File: src/verilog/eba_pkg.sv
// eba_pkg: constants for the external bus area decoder and config block
// assumes a 32-bit apb slave port and a 20 MHz system clock
package eba_pkg;

  // ----------------------------------------------------------------------
  // register map (byte addresses)
  // ----------------------------------------------------------------------
  localparam logic [7:0] OFS_AREA_CFG  = 8'h00;
  localparam logic [7:0] OFS_WIDTH_CFG = 8'h04;
  localparam logic [7:0] OFS_STATUS    = 8'h08;

  localparam logic [15:0] AREA_CFG_RST  = 16'h0000;
  localparam logic [15:0] WIDTH_CFG_RST = 16'h3ff0;
  // writable bits; bit 11 is the captured byte order, read-only
  localparam logic [15:0] AREA_CFG_WMASK  = 16'hf7ff;
  localparam logic [15:0] WIDTH_CFG_WMASK = 16'h3ff0;

  // ----------------------------------------------------------------------
  // field positions in bus_area_config
  // ----------------------------------------------------------------------
  localparam int B_ADDR_PULL  = 15;
  localparam int B_DATA_PULL  = 14;
  localparam int B_STBY_HIGH  = 13;
  localparam int B_STRB_KEEP  = 12;
  localparam int B_ENDIAN     = 11;
  localparam int B_A0_BST     = 9;
  localparam int B_A5_BST     = 7;
  localparam int B_A6_BST     = 5;
  localparam int B_MEM_TYPE   = 2;
  localparam int B_A5_CARD    = 1;
  localparam int B_A6_CARD    = 0;

  // ----------------------------------------------------------------------
  // encodings
  // ----------------------------------------------------------------------
  localparam logic [2:0] MT_ORDINARY = 3'h0;
  localparam logic [2:0] MT_A3_SDRAM = 3'h2;
  localparam logic [2:0] MT_BOTH_SD  = 3'h3;

  localparam logic [1:0] SZ_BYTE = 2'h1;
  localparam logic [1:0] SZ_WORD = 2'h2;
  localparam logic [1:0] SZ_LONG = 2'h3;

  localparam logic [2:0] AREA_NONE = 3'h1;
  localparam logic [2:0] AREA_LAST = 3'h6;

  localparam logic [2:0] PULL_CYCLES = 3'h4;

endpackage : eba_pkg
File: src/verilog/eba_area_config.sv
// eba_area_config: area decode, bus width and primary configuration
// assumes apb master on clk_sys; strap pins asynchronous, bus-release and
// standby levels are asynchronous pins too
`timescale 1ns/1ns

module eba_area_config
  import eba_pkg::*;
(
  input  wire logic        clk_sys,
  input  wire logic        rst_n,
  input  wire logic        psel,
  input  wire logic        penable,
  input  wire logic        pwrite,
  input  wire logic [7:0]  paddr,
  input  wire logic [31:0] pwdata,
  output logic      [31:0] prdata,
  output logic             pready,
  output logic             pslverr,
  input  wire logic        width_strap_hi,
  input  wire logic        width_strap_lo,
  input  wire logic        byte_order_strap,
  input  wire logic        acc_valid,
  input  wire logic [31:0] acc_addr,
  input  wire logic [3:0]  acc_byte_en,
  input  wire logic        card_io16,
  input  wire logic        bus_release_ack,
  input  wire logic        standby,
  output logic      [6:0]  area_select,
  output logic      [1:0]  area_width,
  output logic             area_card,
  output logic      [1:0]  area_burst,
  output logic             area_sdram,
  output logic             card_a_upper_enable,
  output logic             card_b_upper_enable,
  output logic             addr_pullup_en,
  output logic             data_pullup_en,
  output logic             ctl_pins_oe,
  output logic             ctl_pins_drive_high,
  output logic             strobe_pins_oe,
  output logic             dyn_sizing_en,
  output logic             little_endian,
  output logic             strap_illegal
);

  // ----------------------------------------------------------------------
  // pin synchronisers
  // ----------------------------------------------------------------------
  logic [4:0] sync_a;
  logic [4:0] sync_b;
  logic       strap_taken;
  logic [1:0] area0_width;
  logic       release_q;
  logic [2:0] pull_cnt;
  logic [1:0] sync_fill;

  always_ff @(posedge clk_sys)
  begin
    if (!rst_n)
    begin
      sync_a <= 5'h00;
      sync_b <= 5'h00;
      sync_fill <= 2'h0;
    end
    else
    begin
      sync_a <= {width_strap_hi, width_strap_lo, byte_order_strap,
                 bus_release_ack, standby};
      sync_b <= sync_a;
      // two edges until sync_b carries a sampled pin level
      if (sync_fill != 2'h2)
        sync_fill <= sync_fill + 2'h1;
    end
  end

  wire logic s_hi    = sync_b[4];
  wire logic s_lo    = sync_b[3];
  wire logic s_endn  = sync_b[2];
  wire logic s_rel   = sync_b[1];
  wire logic s_stby  = sync_b[0];

  // ----------------------------------------------------------------------
  // registers
  // ----------------------------------------------------------------------
  logic [15:0] bus_area_config;
  logic [15:0] area_width_config;

  wire logic wr_en = psel && penable && pwrite;
  wire logic addr_ok = (paddr == OFS_AREA_CFG) ||
                       (paddr == OFS_WIDTH_CFG) ||
                       (paddr == OFS_STATUS);

  // straps caught once, as soon as the synchroniser has filled;
  // only the second stage is read, the first may still be settling
  always_ff @(posedge clk_sys)
  begin
    if (!rst_n)
    begin
      strap_taken <= 1'b0;
      area0_width <= 2'h0;
    end
    else if (!strap_taken && sync_fill == 2'h2)
    begin
      strap_taken <= 1'b1;
      area0_width <= {s_hi, s_lo};
    end
  end

  always_ff @(posedge clk_sys)
  begin
    if (!rst_n)
      bus_area_config <= AREA_CFG_RST;
    else
    begin
      if (wr_en && paddr == OFS_AREA_CFG)
        bus_area_config <= (pwdata[15:0] & AREA_CFG_WMASK) |
                           (bus_area_config & ~AREA_CFG_WMASK);
      if (!strap_taken)
        bus_area_config[B_ENDIAN] <= s_endn;
    end
  end

  always_ff @(posedge clk_sys)
  begin
    if (!rst_n)
      area_width_config <= WIDTH_CFG_RST;
    else if (wr_en && paddr == OFS_WIDTH_CFG)
      area_width_config <= pwdata[15:0] & WIDTH_CFG_WMASK;
  end

  // zero-wait slave; unmapped addresses answer with pslverr
  always_comb
  begin
    pready  = 1'b1;
    pslverr = psel && penable && !addr_ok;
  end

  always_ff @(posedge clk_sys)
  begin
    if (!rst_n)
      prdata <= 32'h0000_0000;
    else if (psel && !penable && !pwrite)
    begin
      unique case (paddr)
        OFS_AREA_CFG:  prdata <= {16'h0000, bus_area_config};
        OFS_WIDTH_CFG: prdata <= {16'h0000, area_width_config};
        OFS_STATUS:    prdata <= {28'h0000000, strap_illegal,
                                  strap_taken, area0_width};
        default:       prdata <= 32'h0000_0000;
      endcase
    end
  end

  // ----------------------------------------------------------------------
  // area decode
  // ----------------------------------------------------------------------
  // bits 31:29 never looked at, so shadows alias automatically
  wire logic [2:0] area_num = acc_addr[28:26];
  wire logic [2:0] mem_type = bus_area_config[B_MEM_TYPE +: 3];
  wire logic a5_card = bus_area_config[B_A5_CARD];
  wire logic a6_card = bus_area_config[B_A6_CARD];
  logic [1:0] next_width;
  logic       next_card;
  logic [1:0] next_burst;
  logic       next_sdram;
  logic [6:0] next_sel;

  always_comb
  begin
    next_sel   = 7'h00;
    next_width = 2'h0;
    next_card  = 1'b0;
    next_burst = 2'h0;
    next_sdram = 1'b0;
    // area 1 is internal i/o and area 7 reserved: no select
    if (acc_valid && area_num <= AREA_LAST && area_num != AREA_NONE)
      next_sel[area_num] = 1'b1;
    unique case (area_num)
      3'h0:
      begin
        next_width = area0_width;
        next_burst = bus_area_config[B_A0_BST +: 2];
      end
      3'h2:
      begin
        next_width = area_width_config[5:4];
        next_sdram = (mem_type == MT_BOTH_SD);
      end
      3'h3:
      begin
        next_width = area_width_config[7:6];
        next_sdram = (mem_type == MT_BOTH_SD) ||
                     (mem_type == MT_A3_SDRAM);
      end
      3'h4:
        next_width = area_width_config[9:8];
      3'h5:
      begin
        next_width = area_width_config[11:10];
        next_card  = a5_card;
        next_burst = bus_area_config[B_A5_BST +: 2];
      end
      3'h6:
      begin
        next_width = area_width_config[13:12];
        next_card  = a6_card;
        next_burst = bus_area_config[B_A6_BST +: 2];
      end
      default:
        next_width = 2'h0;
    endcase
  end

  always_ff @(posedge clk_sys)
  begin
    if (!rst_n)
    begin
      area_select <= 7'h00;
      area_width  <= 2'h0;
      area_card   <= 1'b0;
      area_burst  <= 2'h0;
      area_sdram  <= 1'b0;
      card_a_upper_enable <= 1'b0;
      card_b_upper_enable <= 1'b0;
    end
    else
    begin
      area_select <= next_sel;
      area_width  <= next_width;
      area_card   <= next_card && |next_sel;
      area_burst  <= next_burst;
      area_sdram  <= next_sdram && |next_sel;
      // upper card enable covers the odd byte lane of a card access
      card_a_upper_enable <= next_sel[5] && a5_card &&
                             acc_byte_en[1];
      card_b_upper_enable <= next_sel[6] && a6_card &&
                             acc_byte_en[1];
    end
  end

  // ----------------------------------------------------------------------
  // pin state control
  // ----------------------------------------------------------------------
  always_ff @(posedge clk_sys)
  begin
    if (!rst_n)
    begin
      release_q <= 1'b0;
      pull_cnt  <= 3'h0;
    end
    else
    begin
      release_q <= s_rel;
      if (s_rel && !release_q && bus_area_config[B_ADDR_PULL])
        pull_cnt <= PULL_CYCLES;
      else if (pull_cnt != 3'h0)
        pull_cnt <= pull_cnt - 3'h1;
    end
  end

  // pull-ups
  always_ff @(posedge clk_sys)
  begin
    if (!rst_n)
    begin
      addr_pullup_en <= 1'b0;
      data_pullup_en <= 1'b0;
    end
    else
    begin
      addr_pullup_en <= (pull_cnt != 3'h0);
      // bus counts as idle when no access is presented
      data_pullup_en <= bus_area_config[B_DATA_PULL] &&
                        !acc_valid;
    end
  end

  // standby and release drive of the control and strobe pins
  always_ff @(posedge clk_sys)
  begin
    if (!rst_n)
    begin
      ctl_pins_oe         <= 1'b1;
      ctl_pins_drive_high <= 1'b0;
      strobe_pins_oe      <= 1'b1;
    end
    else
    begin
      ctl_pins_oe    <= !s_stby ||
                        bus_area_config[B_STBY_HIGH];
      ctl_pins_drive_high <= s_stby &&
                             bus_area_config[B_STBY_HIGH];
      strobe_pins_oe <= !(s_stby || s_rel) ||
                        bus_area_config[B_STRB_KEEP];
    end
  end

  // byte order and card i/o sizing
  always_ff @(posedge clk_sys)
  begin
    if (!rst_n)
    begin
      little_endian <= 1'b0;
      dyn_sizing_en <= 1'b0;
    end
    else
    begin
      little_endian <= bus_area_config[B_ENDIAN];
      // io16 from the card answers the registered select, so pair it
      // with the registered card flag; big endian never sizes
      dyn_sizing_en <= bus_area_config[B_ENDIAN] && card_io16 &&
                       area_card;
    end
  end

  // strap status for software; 00 on the width straps is prohibited
  always_ff @(posedge clk_sys)
  begin
    if (!rst_n)
      strap_illegal <= 1'b0;
    else
      strap_illegal <= strap_taken && area0_width == 2'h0;
  end

endmodule : eba_area_config

File: config.mk
export PLATFORM = sky130hd
export DESIGN_NAME = eba_area_config
export DESIGN_NICKNAME = d
export VERILOG_FILES = /design/src/verilog/eba_pkg.sv /design/src/verilog/eba_area_config.sv
export SDC_FILE = /design/constraint.sdc
export NUM_CORES = 1
export LEC_CHECK = 0
export ABC_AREA = 1
export BUFFER_PORTS_ARGS = -buffer_cell sky130_fd_sc_hd__buf_2
export CORE_ASPECT_RATIO = 0.8
export CORE_MARGIN = 3
export CORE_UTILIZATION = 45
export CTS_CLUSTER_SIZE = 12
export DETAILED_ROUTE_END_ITERATION = 8
export PLACE_DENSITY = 0.81
export SYNTH_ARGS = -nofsm -noshare
export SYNTH_HDL_FRONTEND = slang
export SYNTH_SLANG_ARGS = --single-unit
File: constraint.sdc
create_clock -name clk_sys -period 3.1 [get_ports clk_sys]
set_input_delay 0.155 -clock clk_sys [delete_from_list [all_inputs] [get_ports clk_sys]]
set_output_delay 0.155 -clock clk_sys [all_outputs]
set_load 0.1 [all_outputs]
# Word level (Yosys, flattened, before mapping)
# Cells that the tools add are included.
# totals
mem_bits_ro	0
output_inout_bits	57
inputBits	88
mem_bits_rw	0
ff_bits	100
latchBits	0
wordCells	104
mem_count	0
# classes
eq_ne	13
mux	12
n_bitwise	2
magnitude_cmp	3
mul	0
n_addsub	2
shifts	0
n_reduce_logical	45
div_mod_pow	0
# ops
op	count
$pmux 16 s3	1
$logic_and 1x1->1	24
$or 16x12->16	1
$eq 3x2->1 const B	4
$mux 12	1
$pmux 2 s6	1
$eq 3x3->1 const B	3
$eq 8x3->1 const B	1
$eq 8x4->1 const B	1
$logic_not 1->1	8
$logic_not 8->1	1
$mux 7	1
$reduce_or 7->1	1
$logic_or 1x1->1	6
$mux 3	2
$pmux 2 s3	1
$lt 3x4->1 const B	1
$pmux 1 s2	2
$demux 1 s3	1
$ge 3x1->1 const B	1
$le 3x3->1 const B	1
$logic_not 3->1	1
$ne 3x1->1 const B	1
$reduce_bool 3->1	1
other kinds (10)	11

# Longest topological paths before layout
# Gate-level depths: netlist of run 1.
# depth
depth_word	7
depth_mapped	8
ltp_nobuf	7

# Least setup slack after synthesis of run 1
# Ideal clock, no wire load.
# synth_path
path_kind	input to output
from	input port paddr[7]
to	output port pslverr
slack_ns	1.644
n_path_buf	1
t_arrival_ns	1.301
stages	7
t_required_ns	2.945
path_cell_list	nor2_1 > nand2_2 > inv_2 > buf_4 > o211ai_1 > nand3_1 > inv_1
# synth_via
elab_chain_len	5
elab_cells_between_ends	7
classes_between	eq/ne: 2; reduce/logical: 5
# synth_lines
element	line_no	source
start, declared	eba_area_config.sv:14	input wire logic [7:0] paddr,
$eq 8x3->1 or $logic_not 8->1 (tied branches)	eba_area_config.sv:89, eba_area_config.sv:88	
$logic_or 1x1->1	eba_area_config.sv:88	wire logic addr_ok = (paddr == OFS_AREA_CFG) ||
$logic_or 1x1->1 (*)	eba_area_config.sv:89	(paddr == OFS_WIDTH_CFG) ||
$logic_not 1->1 (*)	eba_area_config.sv:134	pslverr = psel && penable && !addr_ok;
$logic_and 1x1->1 (*)	eba_area_config.sv:134	
end, declared	eba_area_config.sv:18	output logic pslverr,
# Every way passes the cells marked *; elsewhere a longest branch is shown, timed or not.

# Worst setup path after layout of run 1
# Ends and elaborated chain as after synthesis.

==> impl_metrics.ini, run 1 <==
[run_status]
outcome = finished, final reports clean

[placement]
gp_congestion = 0.889
dp_hpwl_um = 5830
place_area_um2 = 3790
portBuffers = 79

[sta]
final.period_utilization_pct = 45.7
rsz0062_at_grt = no
fin_worst_skew_ns = 0.00813
slew_viol_final = 0
worstMarginPinSlew_ns = 1.00
fin_setup_tns_ns = 0
finalHoldViolCount = 0
setup_viol = 0
min_period_ns = 1.42
fmax_mhz = 707
holdWs_ns = 0.0191
slew_headroom_pct = 33.1

[floorplanning]
fp.dieH_um = 84.1
die_x_um = 104
coreArea_um2 = 7130
fp-row-count = 27
ios = 145
dieArea_um2 = 8710
start_util_pct = 48.1

[power]
power.density_nw_per_um2 = 601
p_leak_nw = 2.02
ir_worst_vdd_mv = 0.333

[synth]
synth_seq_area_share_pct = 49.0
ys_types = 30
synth_top_area_cell = dfxtp_1
syn_inst = 445
synth_edf_count = 0
synthDominantCellAreaShare_pct = 49.0
yosys_warnings = 0
synth_area_um2 = 3430
synthArstFlopShare_pct = 0
syn_avg_cell_area_um2 = 7.71
ys_seq_elements = 84
synth_area_leaders = dfxtp_1 49%, nand2_1 13%, nand3_1 8.0%
synth_flop_cell = dfxtp_1

[global_routing]
grt_pass1_vias = 2924
antenna_found_initial = 0
grt_use_total_pct = 18.8
grt_max_degree = 40
overflow = 0
grt_pass1_wl_um = 13200

[layout]
design_area_um2 = 4070
drive_gt1_share_pct = 21.8
area_delta_synth_final_pct = 18.6
nets = 618
final_common_cell = nand2_1
fill_cells = 663
final_cell_mix = 117 x nand2_1, 84 x dfxtp_1, 79 x buf_2
diodes = 0

[detailed_routing]
drtAntennaViolNets = 0
drc = 0
routed_wire_length_per_instance_um = 12.8
finalWirelength_um = 8090
first_pass_iters = 5
viasPerCell = 4.85
drt_iter0_markers = 181
vias = 3065

[cts]
cts-root-buf = clkbuf_8
clock_path_buffers = 2
worstSkewPairLatency_ns = 0.36
cts_setup_buffers = 0
htree_num_levels = 3
cts_sinks = 84
cts_tree = built
clk_pin_slew_worst_paths_ns = 0.09
cts_inserted_buffers = 9

[worst_setup_path]
critPathMaxStageDelay_ns = 0.28
slowest_stage = buf_2
startpoint_type = primary input
ff2ff_path_depth = 5
path_cells = buf_2, nor2_1, nand2_2, inv_2, o211ai_1, nand3_1, inv_1, buf_2
crit_top_cell = buf_2
path_max_fanout = 15
crit_type = primary input to output port
endpoint_kind = output port
crit_required_ns = 2.94
cp.arrival_ns = 1.26

[worst_hold_path]
hold_class = primary input to flip-flop
holdPathStages = 3

[job]
maxCapViolations = 0
==> layer usage <==
| layer | part of all wire [%] | track usage [%] | routed length, µm | up-vias |
|---|---|---|---|---|
| li1 | - | - | - | 1541 |
| met1 | 44 | 23.3 | 3560 | 1376 |
| met2 | 45 | 30.1 | 3640 | 136 |
| met3 | 9.4 | 6.65 | 763 | 12 |
| met4 | 1.5 | 6.88 | 119 | 0 |
| met5 | 0 | 0 | 0 | - |
==> cell type report <==
class	instances	area (µm²)	area share [%]
sequential	84	1680	41.3
multi-input combinational	299	1400	34.5
timing repair buffer	89	488	12.0
inverter	43	161	3.97
tap	101	126	3.11
clock buffer	9	124	3.05
clock inverter	7	83.8	2.06
==> registers in the layout (all words and copies together), names as in the netlist, 2 cells and up <==
| signal | count |
|---|---|
| area_burst | 2 |
| area_select | 7 |
| area0_width | 2 |
| prdata | 16 |
| area_width | 2 |
| bus_area_config | 16 |
| sync_a | 5 |
| area_width_config | 10 |
| sync_b | 5 |
| pull_cnt | 3 |
| sync_fill | 2 |
==> kinds of logic after synthesis <==
| kind of cell | Yosys count | share of synthesized area (%) |
|---|---|---|
| flip-flops | 84 | 49.0 |
| AND/OR/NAND/NOR | 220 | 28.8 |
| buffers and inverters | 78 | 11.8 |
| adder cells (fa/ha/maj) | 4 | 1.46 |
| XOR/XNOR | 1 | 0.255 |
| other | 2 | 0.219 |
| AO/OA/AOI/OAI | 56 | 8.43 |
==> synth_stat cells (all sizes together), types with 4 or more instances <==
master and count:
nand2 127, clkbuf 6, o21ai 14, dfxtp 84, inv 43, ha 4, a21oi 38, buf 29
nand3 56, nor3 8, nor2 26
==> final timing paths <==
check | from | to | slack, ns
min | acc_byte_en[1] | card_b_upper_enable$_SDFF_PN0_ | 0.02
max | paddr[7] | pslverr | 1.68
max reg2reg | pull_cnt[0]$_SDFFE_PP0P_ | pull_cnt[2]$_SDFFE_PN0P_ | 1.82
min reg2reg | sync_a[2]$_SDFF_PN0_ | sync_b[2]$_SDFF_PN0_ | 0.41
==> per-stage QoR <==
stage	worst slack [ns]	power, mW	util [%]	cells
after global routing	1.57	2.56	57.1	632
after global placement	1.58	1.65	53.2	609
after CTS	1.69	2.46	57.1	632
final	1.68	2.45	57.1	632
after floorplan	1.64	1.59	-	461
after detailed placement	1.56	1.66	53.2	609
==> critical path: cells and delay by family <==
kind	cells	cell delay, ns
buf+inv	4	0.64
simple gates	3	0.33
compound gates	1	0.13
==> timing repair <==
item | 4_1_cts | 5_1_grt
hold endpoints to repair | 7 | 0
resized for setup | 0 | 0
hold buffers | 7 | 0
==> power breakdown <==
group          switching, mW  internal, mW
clock                  0.417         0.384
sequential            0.0358          1.14
combinational          0.364         0.105
Note: power is estimated with default switching activity, not from simulation.
==> run 2, diff against run 1 <==
--- a/config.mk
+++ b/config.mk
@@ -5,11 +5,11 @@
 export SDC_FILE = /design/constraint.sdc
 export NUM_CORES = 1
 export LEC_CHECK = 0
-export ABC_AREA = 1
+export ABC_AREA = 0
 export BUFFER_PORTS_ARGS = -buffer_cell sky130_fd_sc_hd__buf_2
 export CORE_ASPECT_RATIO = 0.8
 export CORE_MARGIN = 3
-export CORE_UTILIZATION = 45
+export CORE_UTILIZATION = 44
 export CTS_CLUSTER_SIZE = 12
 export DETAILED_ROUTE_END_ITERATION = 8
 export PLACE_DENSITY = 0.81
==> constraint.sdc (replaced) <==
create_clock -name clk_sys -period 1.2 [get_ports clk_sys]
set_input_delay 0.06 -clock clk_sys [delete_from_list [all_inputs] [get_ports clk_sys]]
set_output_delay 0.06 -clock clk_sys [all_outputs]
set_load 0.1 [all_outputs]
==> impl_metrics.ini, run 2 <==
[run_status]
outcome = finished, violations left
violations = negative setup slack

[layout]
fill_cells = 652
final_cell_mix = 73 x dfxtp_1, 57 x buf_2, 47 x nand2_1
multi_input_comb_area_um2 = 1800
top_regs = bus_area_config (16), prdata (16), area_width_config (10)
drive_gt1_share_pct = 34.2
nets = 607
final_common_cell = dfxtp_1
diodes = 0
final_cells = 628
seq_area_um2 = 1700
area_delta_synth_final_pct = 38.4

[power]
p_leak_nw = 2.15
sw_frac_of_total_pct = 32.0
p_int_mw = 4.26
p_sw_mw = 2.01
power.density_nw_per_um2 = 1250
ir_worst_vdd_mv = 0.849
finalPower_mw = 6.27
p_clk_share_pct = 29.0
pwr-share-comb_pct = 23.7
seq_power_share_pct = 47.3

[global_routing]
antenna_found_initial = 0
overflow = 0
grt_use_total_pct = 20.3
grt_pass1_vias = 3151
grt_pass1_wl_um = 15000
grt_max_degree = 34

[synth]
synth_area_leaders = dfxtp_1 46%, mux2i_1 8.8%, nand2_1 4.9%
syn_inst = 387
synth_area_um2 = 3640
yosysMostFrequentCell = dfxtp_1
ys_types = 45
synth_flop_cell = dfxtp_1
synthDominantCellAreaShare_pct = 46.2
yosys_warnings = 0
synthTopCellsByCount = 84 x dfxtp_1, 47 x nand2_1, 32 x mux2i_1, 26 x clkbuf_1, 19 x inv_1
ys_seq_elements = 84
synth_edf_count = 0
syn_avg_cell_area_um2 = 9.40
synthArstFlopShare_pct = 0
synth_top_area_cell = dfxtp_1
synth_seq_area_share_pct = 46.2

[sta]
slew_viol_final = 0
holdWs_ns = 0.0162
final.period_utilization_pct = 111
rsz0062_at_grt = yes
fmax_mhz = 748
fin_worst_skew_ns = 0.00916
fin_setup_tns_ns = -2.43
min_period_ns = 1.34
setup_viol = 26
setup_ws_ns = -0.137
finalHoldViolCount = 0

[cts]
cts_inserted_buffers = 9
cts_tree = built
cts-root-buf = clkbuf_8
clk_pin_slew_worst_paths_ns = 0.08
htree_num_levels = 3
cts_sinks = 84
worstSkewPairLatency_ns = 0.35
clock_path_buffers = 2

[placement]
gp_congestion = 0.915
portBuffers = 79
dp_hpwl_um = 6640
place_inst = 585

[floorplanning]
die_x_um = 108
start_util_pct = 45.6
dieArea_um2 = 9400
fp.dieH_um = 87.3
fp-row-count = 29
coreArea_um2 = 7980
ios = 145

[detailed_routing]
drt_iter0_markers = 145
routed_wire_length_per_instance_um = 15.0
drc = 0
vias = 3216
first_pass_iters = 4
viasPerCell = 5.12
drtAntennaViolNets = 0
finalWirelength_um = 9420

[worst_hold_path]
hold_class = primary input to flip-flop
holdPathStages = 4
worstHoldStart = paddr[0]
whs_endpoint = prdata[14]$_SDFFE_PN0P_

[worst_setup_path]
r2r_slack_ns = -0.04
cp.arrival_ns = 1.61
crit_type = primary input to flip-flop
ff2ff_path_depth = 3
rr_endpoint = prdata[11]$_SDFFE_PN0P_
path_max_fanout = 8
crit_required_ns = 1.47
timing.rr.start = bus_area_config[11]$_SDFFE_PN0P_
endpoint_kind = flip-flop
startpoint_type = primary input

[job]
maxCapViolations = 0
-- run 2: worst max path at each step --
stage | startpoint | end | slack, ns | cells past startpoint
floorplan | paddr[1] | bus_area_config[10]$_SDFFE_PN0P_ | -0.40 | 5
global placement | paddr[1] | prdata[9]$_SDFFE_PN0P_ | -0.36 | 5
detailed placement | paddr[1] | bus_area_config[7]$_SDFFE_PN0P_ | -0.42 | 5
CTS | paddr[4] | pslverr | -0.14 | 5
global route | paddr[4] | bus_area_config[4]$_SDFFE_PN0P_ | -0.14 | 7
finish | paddr[4] | bus_area_config[7]$_SDFFE_PN0P_ | -0.14 | 7
-- run 2: through the flow --
step           utilization (%)  cell area [µm²]  setup slack, ns
6_report                  63.1             5030           -0.137
5_1_grt                   63.1             5030           -0.136
4_1_cts                   61.3             4890           -0.138
3_5_place_dp              55.3             4420           -0.415
3_3_place_gp              55.3             4420           -0.359
2_1_floorplan                -             3810           -0.401
-- run 2: power groups by stage --
stage          clock, mW  sequential [mW]  combinational, mW
2_1_floorplan          0             3.23              0.790
3_3_place_gp           0             3.02               1.24
3_5_place_dp           0             3.03               1.28
4_1_cts             1.85             2.96               1.41
5_1_grt             1.96             2.98               1.60
6_report            1.82             2.97               1.49
-- run 2: cell type report --
type,count,area share [%]
multi-input cells,252,35.8
flip-flops and latches,84,33.7
repair buffers,149,22.8
clock buffers,11,2.81
well taps,108,2.68
inverters,19,1.42
clock inverters,5,0.746
-- run 2: cells by family after synthesis --
logic type | count (synthesis) | synth area share (%)
simple gates | 149 | 23.7
mux | 37 | 10.4
flops | 84 | 46.2
fa+ha+maj | 4 | 1.38
xor+xnor | 2 | 0.482
compound gates | 42 | 8.50
buf+inv | 67 | 9.15
other cells | 2 | 0.206
-- run 2: critical path: stages --
cell and delay, ns:
buf_6 0.09, or4_4 0.56, buf_6 0.17, nor4b_4 0.19
buf_4 0.18, buf_12 0.14, mux2i_1 0.21
-- run 2: repair_timing --
item | 4_1_cts | 5_1_grt
gates resized for setup | 11 | 35
gates cloned | 0 | 1
hold endpoints to repair | 24 | 0
hold buffers | 23 | 0
setup buffers | 2 | 1
pin swaps | 3 | 2
endpoints found under the setup margin | 20 | 59
-- run 2: routing by layer --
metal | up-vias | routed length (µm) | track usage, %
met2 | 116 | 4620 | 34.3
li1 | 1560 | - | -
met1 | 1522 | 3960 | 25.3
met3 | 18 | 647 | 5.56
met4 | 0 | 184 | 6.65
met5 | - | 0 | 0
